<file path="src/flash_host_pkg.sv">
/*
 * Constants, command codes, bus timings and carrier structs for the host-side
 * controller of an asynchronous parallel NOR flash.
 * Assumes a 100 MHz system clock; all flash timings are converted to cycles.
 */
// Summary of operation
// Verify read returns 00h unprotected, 01h protected
// Host puts sector on sector_select_bits
// Read: chip select, output enable low, write high
// Flash starts in read-array after power or reset
// Read-array persists until command register changes
// Write: write enable, chip select low, output high
// Unlock bypass programs with two writes
// Bad command sequence returns to read-array
// Identification command enables code reads on low byte
// Output enable high tristates flash outputs
// Reset low aborts, tristates, ignores, returns read-array
// Ready-busy low until reset recovery completes
// Host waits recovery time before first read
// Host reissues operation interrupted by reset
// F0h aborts failed operation, then valid command
// Address 00 manufacturer, 01 device code
// Codes also readable via high id voltage
// Id command: AAh@555, 55h@2AA, 90h@555 (word)
// F0h anywhere resets, even mid-sequence
// Identification mode holds until reset command
// Chip select high ignores bus cycles
// Write latched on first rising control edge
package flash_host_pkg;
    localparam int ADDR_W = 19;
    localparam int DATA_W = 16;
    localparam int CLK_PERIOD_NS = 10;
    // Flash bus timings in ns (plain defaults, tune to the speed grade)
    localparam int ACCESS_NS = 70;
    localparam int WRITE_PULSE_NS = 35;
    localparam int MIN_CLEAR_PULSE_TIME_NS = 500;
    localparam int CLEAR_HIGH_TO_READ_TIME_NS = 50;
    localparam int READY_RECOVERY_NS = 20000;
    localparam int ACCESS_CYC = (ACCESS_NS + CLK_PERIOD_NS - 1) / CLK_PERIOD_NS;
    localparam int WRITE_CYC = (WRITE_PULSE_NS + CLK_PERIOD_NS - 1) / CLK_PERIOD_NS;
    localparam int CLEAR_CYC = (MIN_CLEAR_PULSE_TIME_NS + CLK_PERIOD_NS - 1) / CLK_PERIOD_NS;
    localparam int RH_CYC = (CLEAR_HIGH_TO_READ_TIME_NS + CLK_PERIOD_NS - 1) / CLK_PERIOD_NS;
    localparam int READY_CYC = (READY_RECOVERY_NS + CLK_PERIOD_NS - 1) / CLK_PERIOD_NS;
    localparam int CNT_W = 12;
    // Command sequence words (word mode)
    localparam logic [ADDR_W-1:0] UNLOCK_ADDR1 = 19'h0_0555;
    localparam logic [ADDR_W-1:0] UNLOCK_ADDR2 = 19'h0_02AA;
    localparam logic [ADDR_W-1:0] ID_MFR_ADDR = 19'h0_0000;
    localparam logic [ADDR_W-1:0] ID_DEV_ADDR = 19'h0_0001;
    localparam logic [ADDR_W-1:0] PROT_VERIFY_ADDR = 19'h0_0002;
    localparam logic [DATA_W-1:0] UNLOCK_DATA1 = 16'h00AA;
    localparam logic [DATA_W-1:0] UNLOCK_DATA2 = 16'h0055;
    localparam logic [DATA_W-1:0] ID_CMD = 16'h0090;
    localparam logic [DATA_W-1:0] RESET_CMD = 16'h00F0;
    localparam logic [DATA_W-1:0] PROTECTED_CODE = 16'h0001;
    localparam int SECTOR_LSB = 12;
    localparam int SECTOR_W = 7;

    typedef enum logic [2:0]
    {
        OP_READ,
        OP_WRITE,
        OP_RESET_CMD,
        OP_ID_READ,
        OP_PROT_VERIFY,
        OP_HW_CLEAR
    } op_t;

    typedef struct packed
    {
        op_t               op;
        logic [ADDR_W-1:0] addr;
        logic [DATA_W-1:0] data;
    } req_t;

    typedef struct packed
    {
        logic              chip_sel_n;
        logic              out_en_n;
        logic              write_en_n;
        logic              clear_n;
        logic [ADDR_W-1:0] addr;
    } pins_t;
endpackage

</file>
<file path="src/flash_host_ctrl.sv">
/*
 * Host controller driving an asynchronous NOR flash over its parallel pins.
 * Assumes flash outputs are synchronous to ref_clk; one request at a time.
 */
`timescale 1ns/10ps
`default_nettype none
module flash_host_ctrl
(
    input  wire logic                         ref_clk,
    input  wire logic                         resetn,
    input  wire logic                         clk_en,
    input  wire logic                         req_valid,
    output logic                              req_ready,
    input  wire flash_host_pkg::req_t         req,
    output logic                              rsp_valid,
    output logic [flash_host_pkg::DATA_W-1:0] rsp_data,
    output logic                              rsp_protected,
    output flash_host_pkg::pins_t             pins,
    output logic [flash_host_pkg::DATA_W-1:0] data_out,
    output logic                              data_oe,
    input  wire logic [flash_host_pkg::DATA_W-1:0] data_in,
    input  wire logic                         ready_busy_out
);
    import flash_host_pkg::*;

    typedef enum logic [3:0]
    {
        S_IDLE,
        S_WR_LOW,
        S_WR_HIGH,
        S_RD,
        S_CLR_LOW,
        S_CLR_WAIT_RDY,
        S_CLR_RH
    } state_t;

    state_t            state_q, state_d;
    logic [CNT_W-1:0]  cnt_q;
    logic [2:0]        step_q;
    logic [2:0]        nsteps_q;
    req_t              cur_q;
    pins_t             pins_q;
    logic [DATA_W-1:0] dout_q;
    logic              oe_q;
    logic              rsp_valid_q;
    logic [DATA_W-1:0] rsp_data_q;
    logic              prot_q;

    // One write of a command script: address/data by step index
    function automatic logic [ADDR_W+DATA_W-1:0] script(input op_t op, input logic [2:0] s,
                                                        input req_t r);
        logic [ADDR_W+DATA_W-1:0] w;
        w = {r.addr, r.data};
        if (op == OP_RESET_CMD)
            w = {r.addr, RESET_CMD};
        else if (op != OP_WRITE)
            case (s)
                3'd0:    w = {UNLOCK_ADDR1, UNLOCK_DATA1};
                3'd1:    w = {UNLOCK_ADDR2, UNLOCK_DATA2};
                default: w = {UNLOCK_ADDR1, ID_CMD};
            endcase
        return w;
    endfunction

    wire logic              timer_done = (cnt_q == '0);
    wire logic [ADDR_W+DATA_W-1:0] step_word = script(cur_q.op, step_q, cur_q);
    wire logic [ADDR_W-1:0] step_addr  = step_word[ADDR_W+DATA_W-1:DATA_W];
    wire logic [DATA_W-1:0] step_data  = step_word[DATA_W-1:0];
    wire logic              needs_id   = (req.op == OP_ID_READ) || (req.op == OP_PROT_VERIFY);
    // Verify address puts the sector on the upper lines
    wire logic [ADDR_W-1:0] rd_addr    =
        (cur_q.op == OP_PROT_VERIFY) ? {cur_q.addr[SECTOR_LSB+SECTOR_W-1:SECTOR_LSB],
                                        PROT_VERIFY_ADDR[SECTOR_LSB-1:0]}
        : (cur_q.op == OP_ID_READ) ? (cur_q.addr[0] ? ID_DEV_ADDR : ID_MFR_ADDR)
        : cur_q.addr;
    wire logic              last_step  = (step_q + 3'd1 >= nsteps_q);

    assign req_ready     = (state_q == S_IDLE);
    assign rsp_valid     = rsp_valid_q;
    assign rsp_data      = rsp_data_q;
    assign rsp_protected = prot_q;
    assign pins          = pins_q;
    assign data_out      = dout_q;
    assign data_oe       = oe_q;

    always_comb
    begin
        state_d = state_q;
        case (state_q)
            S_IDLE:
                if (req_valid)
                    state_d = (req.op == OP_HW_CLEAR) ? S_CLR_LOW
                            : (req.op == OP_READ) ? S_RD : S_WR_LOW;
            // Entry cycle drives address and data and lowers the strobe; the pulse count runs from there
            S_WR_LOW:       if (timer_done && !pins_q.write_en_n) state_d = S_WR_HIGH;
            S_WR_HIGH:
                if (timer_done)
                    state_d = !last_step ? S_WR_LOW
                            : (cur_q.op == OP_ID_READ || cur_q.op == OP_PROT_VERIFY) ? S_RD
                            : S_IDLE;
            S_RD:           if (timer_done) state_d = S_IDLE;
            S_CLR_LOW:      if (timer_done) state_d = S_CLR_WAIT_RDY;
            S_CLR_WAIT_RDY: if (ready_busy_out || timer_done) state_d = S_CLR_RH;
            S_CLR_RH:       if (timer_done) state_d = S_IDLE;
            default:        state_d = S_IDLE;
        endcase
    end

    always_ff @(posedge ref_clk)
    begin
        if (!resetn)
        begin
            state_q     <= S_IDLE;
            cnt_q       <= '0;
            step_q      <= '0;
            nsteps_q    <= '0;
            cur_q       <= '0;
            pins_q      <= '{chip_sel_n: 1'b1, out_en_n: 1'b1, write_en_n: 1'b1,
                             clear_n: 1'b1, addr: '0};
            dout_q      <= '0;
            oe_q        <= 1'b0;
            rsp_valid_q <= 1'b0;
            rsp_data_q  <= '0;
            prot_q      <= 1'b0;
        end
        else if (clk_en)
        begin
            state_q     <= state_d;
            rsp_valid_q <= 1'b0;
            if (!timer_done)
                cnt_q <= cnt_q - 1'b1;
            case (state_q)
                S_IDLE:
                    if (req_valid)
                    begin
                        cur_q    <= req;
                        step_q   <= '0;
                        nsteps_q <= needs_id ? 3'd3 : 3'd1;
                        if (req.op == OP_HW_CLEAR)
                        begin
                            cnt_q          <= CNT_W'(CLEAR_CYC);
                            pins_q.clear_n <= 1'b0;
                        end
                        else if (req.op == OP_READ)
                        begin
                            cnt_q             <= CNT_W'(ACCESS_CYC);
                            pins_q.addr       <= req.addr;
                            pins_q.chip_sel_n <= 1'b0;
                            pins_q.out_en_n   <= 1'b0;
                        end
                        else
                            cnt_q <= '0;
                    end
                S_WR_LOW:
                    if (state_d == S_WR_HIGH)
                    begin
                        // Address and data are set up one pulse before the edge
                        pins_q.write_en_n <= 1'b1;
                        pins_q.chip_sel_n <= 1'b1;
                        cnt_q             <= CNT_W'(WRITE_CYC);
                    end
                    else if (pins_q.write_en_n)
                    begin
                        pins_q.addr       <= step_addr;
                        dout_q            <= step_data;
                        oe_q              <= 1'b1;
                        pins_q.out_en_n   <= 1'b1;
                        pins_q.chip_sel_n <= 1'b0;
                        pins_q.write_en_n <= 1'b0;
                        cnt_q             <= CNT_W'(WRITE_CYC);
                    end
                S_WR_HIGH:
                    if (timer_done)
                    begin
                        oe_q   <= 1'b0;
                        step_q <= step_q + 3'd1;
                        if (state_d == S_RD)
                        begin
                            pins_q.addr       <= rd_addr;
                            pins_q.chip_sel_n <= 1'b0;
                            pins_q.out_en_n   <= 1'b0;
                            cnt_q             <= CNT_W'(ACCESS_CYC);
                        end
                        else if (state_d == S_IDLE)
                            rsp_valid_q <= 1'b1;
                    end
                S_RD:
                    if (timer_done)
                    begin
                        pins_q.chip_sel_n <= 1'b1;
                        pins_q.out_en_n   <= 1'b1;
                        rsp_valid_q       <= 1'b1;
                        rsp_data_q        <= data_in;
                        prot_q            <= (cur_q.op == OP_PROT_VERIFY) &&
                                             (data_in[7:0] == PROTECTED_CODE[7:0]);
                    end
                S_CLR_LOW:
                    if (timer_done)
                    begin
                        pins_q.clear_n <= 1'b1;
                        cnt_q          <= CNT_W'(READY_CYC);
                    end
                S_CLR_WAIT_RDY:
                    if (state_d == S_CLR_RH)
                        cnt_q <= CNT_W'(RH_CYC);
                S_CLR_RH:
                    // Requester learns commands are accepted again and may reissue
                    if (timer_done)
                        rsp_valid_q <= 1'b1;
                default: ;
            endcase
        end
    end

    chk_read_not_write: assert property (@(posedge ref_clk) disable iff (!resetn)
        !pins_q.out_en_n |-> pins_q.write_en_n && !oe_q)
        else $error("write enable or data drive during read");
    chk_write_oe_high: assert property (@(posedge ref_clk) disable iff (!resetn)
        !pins_q.write_en_n |-> pins_q.out_en_n && !pins_q.chip_sel_n && oe_q)
        else $error("write strobe without proper control levels");
    chk_clear_min_pulse: assert property (@(posedge ref_clk) disable iff (!resetn)
        $fell(pins_q.clear_n) && clk_en |-> !pins_q.clear_n [*8])
        else $error("clear pulse too short");
    chk_no_read_early: assert property (@(posedge ref_clk) disable iff (!resetn)
        $rose(pins_q.clear_n) |-> pins_q.out_en_n [*5])
        else $error("read too soon after clear");
    chk_verify_sector: assert property (@(posedge ref_clk) disable iff (!resetn)
        state_q == S_RD && cur_q.op == OP_PROT_VERIFY |->
        pins_q.addr[SECTOR_LSB+SECTOR_W-1:SECTOR_LSB]
            == cur_q.addr[SECTOR_LSB+SECTOR_W-1:SECTOR_LSB])
        else $error("verify read lost sector address");
    chk_id_mfr_addr: assert property (@(posedge ref_clk) disable iff (!resetn)
        state_q == S_RD && cur_q.op == OP_ID_READ |-> pins_q.addr[1:0] == {1'b0, cur_q.addr[0]})
        else $error("identification address wrong");
    chk_reset_cmd_data: assert property (@(posedge ref_clk) disable iff (!resetn)
        !pins_q.write_en_n && cur_q.op == OP_RESET_CMD |-> dout_q == RESET_CMD)
        else $error("reset command data wrong");
    chk_id_third_write: assert property (@(posedge ref_clk) disable iff (!resetn)
        !pins_q.write_en_n && cur_q.op == OP_ID_READ && step_q == 3'd2 |->
        dout_q == ID_CMD && pins_q.addr == UNLOCK_ADDR1)
        else $error("identification command write wrong");
endmodule
`default_nettype wire

</file>
<file path="config.mk">
export PLATFORM = sky130hd
export DESIGN_NAME = flash_host_ctrl
export DESIGN_NICKNAME = d
export VERILOG_FILES = /design/src/flash_host_pkg.sv /design/src/flash_host_ctrl.sv
export SDC_FILE = /design/constraint.sdc
export NUM_CORES = 1
export LEC_CHECK = 0
export BUFFER_PORTS_ARGS = -buffer_cell sky130_fd_sc_hd__buf_2
export CELL_PAD_IN_SITES_DETAIL_PLACEMENT = 0
export CELL_PAD_IN_SITES_GLOBAL_PLACEMENT = 2
export CORE_UTILIZATION = 28
export DETAILED_ROUTE_END_ITERATION = 16
export GPL_ROUTABILITY_DRIVEN = 0
export PLACE_DENSITY = 0.78
export SYNTH_ARGS = -nofsm -noshare
export SYNTH_HDL_FRONTEND = slang
export SYNTH_SLANG_ARGS = --single-unit
</file>
<file path="constraint.sdc">
create_clock -name ref_clk -period 2.5 [get_ports ref_clk]
set_input_delay 0.5 -clock ref_clk [delete_from_list [all_inputs] [get_ports ref_clk]]
set_output_delay 0.5 -clock ref_clk [all_outputs]
set_load 0.02 [all_outputs]
</file>
==> summary.md, run 1 <==
| Metric | Value |
|---|---|
| Total CTS buffers | `17` |
| CTS tree | `done` |
| Reg clk slew, reported paths | `0.06 ns` |
| R2r endpoint | `pins[22]$_SDFFE_PN1P_` |
| Io pins | `118` |
| Routed via count | `5595` |
| VDD IR max | `0.560 mV` |
| Part of the Yosys area used for sequential elements | `41.6%` |
| ANT cells | `0` |
| Hold Buf Count CTS | `0` |
| Total core area | `0.0196 mm2` |
| Finished Cell Area | `0.00769 mm2` |
| Pwr Total | `0.00657 W` |
| Rel. slew slack | `56.8%` |
| FF+latch count, synth | `117` |
| Syn nets | `790` |
| Synth Area in Simple Gates | `between 20% and 30%` |
| Kind of end point of the critical path | `flop` |
| Worst setup SP type | `flop` |
| Slew Limit Fails | `0` |
| DRT Pass-1 Iters | `4` |
| Actual slew at the worst max-slew pin | `0.641 ns` |
| Die X | `144 um` |
| Max_cap viols | `0` |
| Pwr per Cell Area | `roughly 850 mW/mm2` |
| Post-Synth Adder-Cell Area | `roughly 1.8%` |
| Worst-path maximum fanout | `4` |
| Clock root buffer | `clkbuf_16` |
| Final ANT Viol Nets | `0` |
| Final Hold Viols | `0` |
| Initial Utilization | `28.8%` |
| IO buf count | `about 120` |
| Post-Route WL | `17700 um` |
| Setup violations, final | `0` |
| Hold WC Path Type | `input port to flop` |
| H-tree levels | `4` |
| Final net count | `947` |
| R2R cell count | `11` |
| GR Overflow Total | `0` |
| Initial DRC count | `between 200 and 250` |
| Post-Syn Instances | `approximately 720` |
| Outcome | `finished, final reports clean` |
| Post-synth EDFFs | `0` |
| Vias in the first global route | `around 5400` |
| Crit path max-delay family | `compound AO/OA/AOI/OAI gates` |
| Max Freq | `409 MHz` |
| RSZ-0062 raised after global routing | `true` |
| Layout cell share with drive strength beyond 1 | `28.6%` |
| Largest family of logic cells by synthesized area | `simple AND/OR/NAND/NOR gates` |
| CP Buf/Inv Count | `3` |
| Die area | `0.0207 mm2` |
| GRT Total Usage | `17.8%` |
| Slowest cell on the critical path | `a2111o_1` |
| Worst EP required | `about 2.8 ns` |
| Post-DP HPWL | `12400 um` |
| DP Area | `0.00690 mm2` |
| Sink Count | `~120` |
| Clock skew | `roughly 0.012 ns` |
| Vias per inst | `between 4 and 5` |
| Initial antenna violation count | `0` |
| Synth Flop Type | `dfxtp_1` |
| Post-Synth XOR/XNOR Area | `less than 1%` |
| Hold endpoint | `rsp_data[13]$_SDFFE_PN0P_` |
| Crit-path cells | `inv_2 > ha_4 > ha_4 > a2111o_1 > nand4_1 > a22oi_2 > buf_4 > a311o_1 > buf_4 > o211ai_1 > a22oi_1` |
| Area grow syn2layout | `36.6%` |
| Row count | `51` |
| Largest net degree at the start of global routing | `47` |
| Worst Path Arrival | `2.71 ns` |
| Cell variety after synth | `67` |
| Yosys warns | `0` |
| Slowest stage delay, CP | `approximately 0.36 ns` |
| Tmin final | `2.44 ns` |
| Mux contribution to synthesized area | `2.33%` |
| Hold_sp | `data_in[13]` |
| Leakage | `between 3 and 4 nW` |
| Netlist Area Pre-Place | `about 0.0056 mm2` |
| Synth Area per Inst | `7.79 um2` |
| Global-route wire length before repair | `28600 um` |
| Asr flop ratio synth | `0%` |
| Reg2reg start | `step_q[0]$_SDFFE_PN0P_` |
| Post-synthesis compound-gate area fraction | `23.9%` |
| Clk buf depth | `2` |
| Worst-Skew Late Latency | `0.41 ns` |
| Setup Crit Path Kind | `flop to flop` |
| Residual DRC count | `0` |
| Crit share post-route | `97.7%` |
| Wire per inst | `15.3 um` |
| Worst reg2reg setup slack | `between 0.05 and 0.06 ns` |
| Die height | `144 um` |
| Hold path cells | `3` |
-- worst max-delay path by stage --
| stage | from | end | slack (ns) | cells past startpoint |
|---|---|---|---|---|
| after floorplan | state_q[0]$_SDFFE_PN0P_ | pins[1]$_SDFFE_PN0P_ | -0.06 | 10 |
| after global placement | step_q[1]$_SDFFE_PN0P_ | cnt_q[4]$_SDFFE_PN0P_ | -0.03 | 10 |
| after detailed placement | step_q[1]$_SDFFE_PN0P_ | cnt_q[4]$_SDFFE_PN0P_ | -0.04 | 10 |
| after CTS | step_q[1]$_SDFFE_PN0P_ | cnt_q[4]$_SDFFE_PN0P_ | 0.002 | 10 |
| after global routing | step_q[0]$_SDFFE_PN0P_ | pins[22]$_SDFFE_PN1P_ | -0.07 | 11 |
| final | step_q[0]$_SDFFE_PN0P_ | pins[22]$_SDFFE_PN1P_ | 0.06 | 11 |
-- what timing repair did --
action | CTS | global route
pin swaps | 1 | 2
buffers inserted | 1 | 2
cloned | 0 | 2
setup endpoints to repair | 12 | 30
resized for setup | 3 | 16
-- synth_stat cells, types with 7 or more instances --
cell / instances / area, um2
clkbuf_1: 45 / 169
mux2i_1: 12 / 120
a22o_1: 8 / 70.1
a21oi_1: 94 / 470
ha_1: 8 / 100
nand2b_1: 9 / 56.3
o21ai_0: 29 / 145
inv_1: 11 / 41.3
nor2_1: 56 / 210
o211ai_1: 10 / 75.1
and3_1: 7 / 43.8
nand3_1: 19 / 95.1
dfxtp_1: 117 / 2340
nor3_1: 10 / 50.1
o221a_1: 9 / 101
nand2_1: 175 / 657
-- worst register-to-register path: cells and delay by family (launching register included) --
kind	cells	cell delay (ns)
adder cells (fa/ha/maj)	2	0.49
AO/OA/AOI/OAI	5	0.96
flip-flops	1	0.34
buffers and inverters	3	0.40
AND/OR/NAND/NOR	1	0.11
-- cell families after synthesis --
| group | count (synthesis) |
|---|---|
| and+or+nand+nor | 309 |
| AOI/OAI and AO/OA | 204 |
| DFF | 117 |
| buffers and inverters | 66 |
| muxes | 13 |
| adders and majority gates | 8 |
| xor gates and xnor gates | 6 |
-- flip-flops by register name, summed over array words and instances (netlist names) --
register,flops
state_q,4
data_out,16
cur_q,38
step_q,3
pins,23
rsp_protected,1
nsteps_q,2
rsp_valid,1
data_oe,1
rsp_data,16
cnt_q,12
-- layout make-up --
type | instances | area, um2
clock buffers | 18 | 439
clock inverters | 14 | 224
well taps | 265 | 332
multi-input cells | 540 | 3100
flip-flops and latches | 117 | 2340
repair buffers | 191 | 1200
inverters | 13 | 48.8
fillers | 2050 | 11900
-- power by group --
group | switching [W] | total (W) | internal (W)
registers | 0.0000964 | 0.00211 | 0.00201
logic | 0.000998 | 0.00174 | 0.000739
clock network | 0.000919 | 0.00273 | 0.00181
total | 0.00201 | 0.00657 | 0.00456
-- per-layer routing --
metal	global-route usage (%)	wire [um]	vias to the layer above	part of all wire, %
met5	0	0	-	0
met4	7.05	360	0	2.0
met2	28.9	8160	123	46
met3	3.50	684	23	3.9
li1	-	-	2862	-
met1	23.1	8500	2587	48
-- cell usage in the layout (no fill, tap or decap), types with 12 or more instances in the layout --
cell and count:
nand3_1 19, nand2_1 175, buf_4 66, buf_2 118
mux2i_1 12, a21oi_1 94, o21ai_0 26, dfxtp_1 115
nor2_1 55, clkbuf_16 18
-- per-stage QoR --
| stage | utilization (%) | TNS [ns] | cells | hold slack [ns] | setup WS, ns |
|---|---|---|---|---|---|
| 2_1_floorplan | - | -0.0572 | 723 | 0.433 | -0.0572 |
| 3_3_place_gp | 35.2 | -0.0382 | 1121 | 0.437 | -0.0296 |
| 3_5_place_dp | 35.2 | -0.133 | 1121 | 0.444 | -0.0380 |
| 4_1_cts | 38.7 | 0 | 1154 | 0.298 | 0.00151 |
| 5_1_grt | 39.3 | -0.160 | 1158 | 0.307 | -0.0721 |
| 6_report | 39.3 | 0 | 1158 | 0.317 | 0.0577 |
No activity file was read; power rests on OpenSTA's default activity.
==> run 2: changes to the inputs <==
--- a/config.mk
+++ b/config.mk
@@ -6,12 +6,14 @@
 export NUM_CORES = 1
 export LEC_CHECK = 0
 export BUFFER_PORTS_ARGS = -buffer_cell sky130_fd_sc_hd__buf_2
+export CAP_MARGIN = 0
 export CELL_PAD_IN_SITES_DETAIL_PLACEMENT = 0
 export CELL_PAD_IN_SITES_GLOBAL_PLACEMENT = 2
 export CORE_UTILIZATION = 28
 export DETAILED_ROUTE_END_ITERATION = 16
 export GPL_ROUTABILITY_DRIVEN = 0
 export PLACE_DENSITY = 0.78
+export SETUP_SLACK_MARGIN = 0.15
 export SYNTH_ARGS = -nofsm -noshare
 export SYNTH_HDL_FRONTEND = slang
 export SYNTH_SLANG_ARGS = --single-unit
==> run 2 against run 1 <==
Via count rose by 1.5%. Setup slack got worse by 0.014 ns. Clock skew fell by 0.0019 ns. Clock power fell by 6%. Core utilization rose by 0.87 points. Critical endpoint unchanged.
==> summary.md, run 2 (same netlist as run 1, synthesis figures left out) <==
| Metric | Value |
|---|---|
| Number of flip-flops in the largest register | `38 (unchanged)` |
| Final net count | `960 (was 947)` |
| Row count | `51 (unchanged)` |
| Most common cell after layout, fill and taps aside | `nand2_1 (unchanged)` |
| Post-Route WL | `18200 um (was 17700 um)` |
| Io pins | `118 (unchanged)` |
| Rel. slew slack | `59.7% (was 56.8%)` |
| Total core area | `0.0196 mm2 (unchanged)` |
| Worst-path maximum fanout | `3 (was 4)` |
| Max Freq | `407 MHz (was 409 MHz)` |
| Vias per inst | `4.85 (was 4.83)` |
| DRT Pass-1 Iters | `6 (was 4)` |
| Die X | `144 um (unchanged)` |
| Crit-path cells | `inv_2 > ha_4 > ha_4 > a2111o_1 > nand4_1 > a22oi_2 > buf_4 > a311o_1 > buf_4 > o211ai_1 > a22oi_1 (unchanged)` |
| ANT cells | `0 (unchanged)` |
| Total CTS buffers | `17 (unchanged)` |
| Layout cell share with drive strength beyond 1 | `30.8% (was 28.6%)` |
| Worst EP required | `2.79 ns (was 2.76 ns)` |
| Largest net degree at the start of global routing | `44 (was 47)` |
| Final ANT Viol Nets | `0 (unchanged)` |
| Crit share post-route | `98.2% (was 97.7%)` |
| Max_cap viols | `0 (unchanged)` |
| Clock Power Share | `38.8% (was 41.5%)` |
| H-tree levels | `4 (unchanged)` |
| Layout Cells excl Fill | `1171 (was 1158)` |
| Clock root buffer | `clkbuf_16 (unchanged)` |
| Worst Path Arrival | `2.74 ns (was 2.71 ns)` |
| Hold_sp | `data_in[10] (was data_in[13])` |
| RSZ-0062 raised after global routing | `true (unchanged)` |
| Initial Utilization | `28.8% (unchanged)` |
| Worst reg2reg setup slack | `0.04 ns (was 0.06 ns)` |
| Slowest cell on the critical path | `a2111o_1 (unchanged)` |
| P_sw | `0.00208 W (was 0.00201 W)` |
| CTS tree | `done (unchanged)` |
| Leakage | `3.26 nW (was 3.19 nW)` |
| Tmin final | `2.46 ns (was 2.44 ns)` |
| Actual slew at the worst max-slew pin | `0.598 ns (was 0.641 ns)` |
| Commonest non-fill, non-tap cells in the layout | `175 x nand2_1, 117 x buf_2, 113 x dfxtp_1, 93 x a21oi_1, 74 x buf_4 (was 175 x nand2_1, 118 x buf_2, 115 x dfxtp_1, 94 x a21oi_1, 66 x buf_4)` |
| Slowest stage delay, CP | `0.38 ns (was 0.36 ns)` |
| Residual DRC count | `0 (unchanged)` |
| Fill cell count | `2101 (was 2050)` |
| Vias in the first global route | `5425 (was 5447)` |
| Comb power frac | `29.2% (was 26.4%)` |
| Die area | `0.0207 mm2 (unchanged)` |
| Routed via count | `5680 (was 5595)` |
| Inst Count DP | `1130 (was 1121)` |
| Setup violations, final | `0 (unchanged)` |
| Worst setup startpoint | `step_q[0]$_SDFFE_PN0P_ (unchanged)` |
| Hold Buf Count CTS | `0 (unchanged)` |
| Int Power | `0.00452 W (was 0.00456 W)` |
| Pwr per Cell Area | `839 mW/mm2 (was 854 mW/mm2)` |
| GRT Total Usage | `18.1% (was 17.8%)` |
| Area grow syn2layout | `39.6% (was 36.6%)` |
| Wire per inst | `15.6 um (was 15.3 um)` |
| Hold WC Path Type | `input port to flop (unchanged)` |
| Worst hold slack | `0.317 ns (about the same)` |
| Outcome | `finished, final reports clean (unchanged)` |
| Reg2reg start | `step_q[0]$_SDFFE_PN0P_ (unchanged)` |
| Reg clk slew, reported paths | `0.06 ns (about the same)` |
| Sequential share of power | `32.0% (was 32.1%)` |
| Switch share | `31.5% (was 30.6%)` |
| VDD IR max | `0.469 mV (was 0.560 mV)` |
| Post-route worst setup slack | `0.0440 ns (was 0.0577 ns)` |
| Post-DP HPWL | `12600 um (was 12400 um)` |
| Initial DRC count | `272 (was 240)` |
| GR Overflow Total | `0 (unchanged)` |
| Global-route wire length before repair | `28700 um (was 28600 um)` |
| Pwr Total | `0.00660 W (was 0.00657 W)` |
| Worst-Skew Late Latency | `0.42 ns (was 0.41 ns)` |
| Initial antenna violation count | `0 (unchanged)` |
| Setup WS pre-CTS | `-0.0560 ns (was -0.0380 ns)` |
| Reg with most FFs | `cur_q (unchanged)` |
| Kind of end point of the critical path | `flop (unchanged)` |
| Slew Limit Fails | `0 (unchanged)` |
| Worst setup SP type | `flop (unchanged)` |
| Sink Count | `117 (unchanged)` |
| Clock skew | `0.0104 ns (was 0.0123 ns)` |
| Final Hold Viols | `0 (unchanged)` |
| Crit path max-delay family | `compound AO/OA/AOI/OAI gates (unchanged)` |
| Die height | `144 um (unchanged)` |
| Clk buf depth | `2 (unchanged)` |
| CP Buf/Inv Count | `3 (unchanged)` |
| Setup Crit Path Kind | `flop to flop (unchanged)` |
| IO buf count | `117 (unchanged)` |
run 2: worst register-to-register path: stages, from the launching register on:
cell	delay (ns)
dfxtp_2	0.34
inv_2	0.05
ha_4	0.28
ha_4	0.20
a2111o_1	0.38
nand4_1	0.10
a22oi_2	0.11
buf_4	0.16
a311o_1	0.36
buf_4	0.18
o211ai_1	0.09
a22oi_1	0.09
run 2: through the flow:
step / cell area (um2) / util [%] / setup TNS (ns)
floorplan: 5660 / - / -0.0561
detailed placement: 6980 / 35.6 / -0.132
global placement: 6980 / 35.6 / -0.0132
finish: 7860 / 40.1 / 0
CTS: 7690 / 39.3 / 0
global route: 7860 / 40.1 / -0.175
run 2: area by class of cell:
type	instances	area, um2	share of cell area, %
Multi-Input combinational cell	540	3170	40.3
Sequential cell	117	2350	29.9
Timing Repair Buffer	204	1340	17.1
Clock buffer	19	453	5.76
Tap cell	265	332	4.22
Clock inverter	13	171	2.18
Inverter	13	51.3	0.652
run 2: power groups by stage:
stage	clock, W	combinational (W)	sequential (W)
final	0.00256	0.00192	0.00211
after global routing	0.00270	0.00212	0.00213
after CTS	0.00263	0.00181	0.00211
after detailed placement	0	0.00174	0.00214
after global placement	0	0.00174	0.00215
after floorplan	0	0.000965	0.00221
run 2: what timing repair did:
| action | in CTS | in global routing |
|---|---|---|
| gates resized for setup | 15 | 24 |
| setup endpoints to repair | 28 | 36 |
| buffers inserted | 4 | 1 |
| cloned | 1 | 3 |
| pin swaps | 10 | 16 |
run 2: worst paths after layout:
check	end	cells after the start
worst min-delay path	rsp_data[10]$_SDFFE_PN0P_	3
worst max-delay path	pins[22]$_SDFFE_PN1P_	11
worst max register to register	pins[22]$_SDFFE_PN1P_	11
worst min register to register	rsp_data[14]$_SDFFE_PN0P_	2
run 2: per-layer routing:
layer  global-route usage, %  share of wire, %
met1                    23.5                48
met2                    29.5                46
met3                    3.77               4.1
met4                    6.38               1.5
met5                       0                 0
==> run 3: changes to the inputs <==
--- a/config.mk
+++ b/config.mk
@@ -12,7 +12,7 @@
 export CORE_UTILIZATION = 28
 export DETAILED_ROUTE_END_ITERATION = 16
 export GPL_ROUTABILITY_DRIVEN = 0
-export PLACE_DENSITY = 0.78
+export PLACE_DENSITY_LB_ADDON = 0.1
 export SETUP_SLACK_MARGIN = 0.15
 export SYNTH_ARGS = -nofsm -noshare
 export SYNTH_HDL_FRONTEND = slang
==> run 3 against run 2 <==
Flip-flop and latch count is the same. Fmax shrank 0.46%. Global-route usage grew 0.92 points. Sequential power is essentially flat. Critical path depth shrank 1. Sequential share of layout area grew 0.38 points. Core utilization shrank 0.50 points. First-iteration DRC count shrank 12%. Final area shrank 1.3%. Wire length grew 4.6%. Clock skew shrank 0.00080 ns. Setup slack lost 0.011 ns. Largest cell class unchanged.
==> summary.md, run 3 (same netlist as run 1, synthesis figures left out) <==
| Metric | Value |
|---|---|
| Outcome | `finished, final reports clean (unchanged)` |
| Initial antenna violation count | `0 (unchanged)` |
| Worst-Skew Late Latency | `0.41 ns (was 0.42 ns)` |
| H-tree levels | `4 (unchanged)` |
| DRT Pass-1 Iters | `4 (was 6)` |
| Max Freq | `405 MHz (was 407 MHz)` |
| Die area | `0.0207 mm2 (unchanged)` |
| Wire per inst | `16.3 um (was 15.6 um)` |
| Slew Limit Fails | `0 (unchanged)` |
| Reg clk slew, reported paths | `0.06 ns (about the same)` |
| Crit share post-route | `98.7% (was 98.2%)` |
| Setup TNS | `0 ns (unchanged)` |
| Pwr Total | `0.00640 W (was 0.00660 W)` |
| Final ANT Viol Nets | `0 (unchanged)` |
| Worst Path Arrival | `2.80 ns (was 2.74 ns)` |
| ANT cells | `0 (unchanged)` |
| Most common cell after layout, fill and taps aside | `nand2_1 (unchanged)` |
| Vias per inst | `4.88 (was 4.85)` |
| Worst-path maximum fanout | `4 (was 3)` |
| Leakage | `3.21 nW (was 3.26 nW)` |
| Routed via count | `5696 (was 5680)` |
| R2r endpoint | `cnt_q[0]$_SDFFE_PN0P_ (was pins[22]$_SDFFE_PN1P_)` |
| Final Hold Viols | `0 (unchanged)` |
| Worst reg2reg setup slack | `0.03 ns (was 0.04 ns)` |
| Reg2reg start | `step_q[0]$_SDFFE_PN0P_ (unchanged)` |
| R2R cell count | `10 (was 11)` |
| Max_cap viols | `0 (unchanged)` |
| Post-DP HPWL | `13400 um (was 12600 um)` |
| Clk buf depth | `2 (unchanged)` |
| Setup Crit Path Kind | `flop to flop (unchanged)` |
| CTS tree | `done (unchanged)` |
| Hold_sp | `data_in[9] (was data_in[10])` |
| Setup violations, final | `0 (unchanged)` |
| Sink Count | `117 (unchanged)` |
| Worst EP required | `2.83 ns (was 2.79 ns)` |
| Commonest non-fill, non-tap cells in the layout | `175 x nand2_1, 117 x buf_2, 113 x dfxtp_1, 93 x a21oi_1, 76 x buf_4 (was 175 x nand2_1, 117 x buf_2, 113 x dfxtp_1, 93 x a21oi_1, 74 x buf_4)` |
| Io pins | `118 (unchanged)` |
| IO buf count | `117 (unchanged)` |
| Row count | `51 (unchanged)` |
| Largest net degree at the start of global routing | `39 (was 44)` |
| Post-Route WL | `19100 um (was 18200 um)` |
| Reg with most FFs | `cur_q (unchanged)` |
| Actual slew at the worst max-slew pin | `0.638 ns (was 0.598 ns)` |
| Rel. slew slack | `57.0% (was 59.7%)` |
| Clock skew | `0.00961 ns (was 0.0104 ns)` |
| End-of-flow core utilization | `39.6% (was 40.1%)` |
| Number of flip-flops in the largest register | `38 (unchanged)` |
| Die height | `144 um (unchanged)` |
| GR Overflow Total | `0 (unchanged)` |
| Hold path cells | `3 (unchanged)` |
| Pwr per Cell Area | `825 mW/mm2 (was 839 mW/mm2)` |
| Clock root buffer | `clkbuf_16 (unchanged)` |
| Total CTS buffers | `17 (unchanged)` |
| Global-route wire length before repair | `30100 um (was 28700 um)` |
| GRT Total Usage | `19.0% (was 18.1%)` |
| RSZ-0062 raised after global routing | `true (unchanged)` |
| Kind of end point of the critical path | `flop (unchanged)` |
| Hold endpoint | `rsp_data[9]$_SDFFE_PN0P_ (was rsp_data[10]$_SDFFE_PN0P_)` |
| Hold WC Path Type | `input port to flop (unchanged)` |
| Layout cell share with drive strength beyond 1 | `30.3% (was 30.8%)` |
| Final net count | `958 (was 960)` |
| VDD IR max | `0.479 mV (was 0.469 mV)` |
| Tmin final | `2.47 ns (was 2.46 ns)` |
| Vias in the first global route | `5658 (was 5425)` |
| Initial DRC count | `239 (was 272)` |
| Area grow syn2layout | `37.8% (was 39.6%)` |
| Residual DRC count | `0 (unchanged)` |
| Die X | `144 um (unchanged)` |
| Total core area | `0.0196 mm2 (unchanged)` |
| Worst setup SP type | `flop (unchanged)` |
| Hold Buf Count CTS | `0 (unchanged)` |
| Fill cell count | `2054 (was 2101)` |
| Initial Utilization | `28.8% (unchanged)` |
run 3: cell types whose count changed in the layout (fill, tap and decap cells not counted), sizes merged:
cell      delta
bufinv       -1
clkbuf       +1
clkinv       -2
clkinvlp     +1
inv          -3
run 3: power by group:
group / leakage, nW / switching, W / internal (W)
combinational: 1.99 / 0.00106 / 0.000814
sequential: 0.953 / 0.0000958 / 0.00201
clock: 0.274 / 0.000891 / 0.00153
total: 3.21 / 0.00205 / 0.00436
run 3: final cells by class:
cell class,count,area (um2),share of cell area [%]
inverter,13,51.3,0.661
tap,265,332,4.27
clock inverter,8,101,1.31
timing repair buffer,202,1290,16.6
multi-input combinational,540,3170,40.8
sequential,117,2350,30.2
clock buffer,22,474,6.11
run 3: worst max path at each step:
stage | from | end | slack [ns] | cells past startpoint
after CTS | step_q[0]$_SDFFE_PN0P_ | pins[2]$_SDFFE_PN0P_ | 0.01 | 11
final | step_q[0]$_SDFFE_PN0P_ | cnt_q[0]$_SDFFE_PN0P_ | 0.03 | 10
after floorplan | state_q[0]$_SDFFE_PN0P_ | pins[1]$_SDFFE_PN0P_ | -0.06 | 10
after global placement | step_q[1]$_SDFFE_PN0P_ | cnt_q[4]$_SDFFE_PN0P_ | -0.05 | 10
after global routing | step_q[0]$_SDFFE_PN0P_ | cnt_q[0]$_SDFFE_PN0P_ | -0.08 | 10
after detailed placement | step_q[1]$_SDFFE_PN0P_ | pins[10]$_SDFFE_PN0P_ | -0.08 | 10
run 3: routing by layer:
layer / global-route usage [%] / share of wire (%)
met1: 24.7 / 48
met2: 31.5 / 47
met3: 4.53 / 4.5
met4: 4.65 / 0.75
met5: 0 / 0
run 3: timing repair:
item,4_1_cts,5_1_grt
gates resized for setup,14,18
gates cloned,1,0
pin swaps,10,9
setup buffers,3,2
endpoints found under the setup margin,30,46
run 3: stage by stage:
stage | std cells | cell area, um2 | hold slack, ns | worst slack [ns]
detailed placement | 1131 | 7000 | 0.441 | -0.0802
global placement | 1131 | 7000 | 0.440 | -0.0502
floorplan | 723 | 5660 | 0.433 | -0.0561
global route | 1167 | 7760 | 0.308 | -0.0797
finish | 1167 | 7760 | 0.323 | 0.0326
CTS | 1165 | 7660 | 0.309 | 0.0121
run 3: worst max-delay path, stage by stage, from the launching register on:
cell and delay, ns:
dfxtp_2 0.34, inv_2 0.06, ha_4 0.27, ha_4 0.19
a2111o_1 0.40, nand4_1 0.10, a22oi_2 0.11, buf_4 0.16
a311o_1 0.40, a31o_1 0.25, a31oi_1 0.11
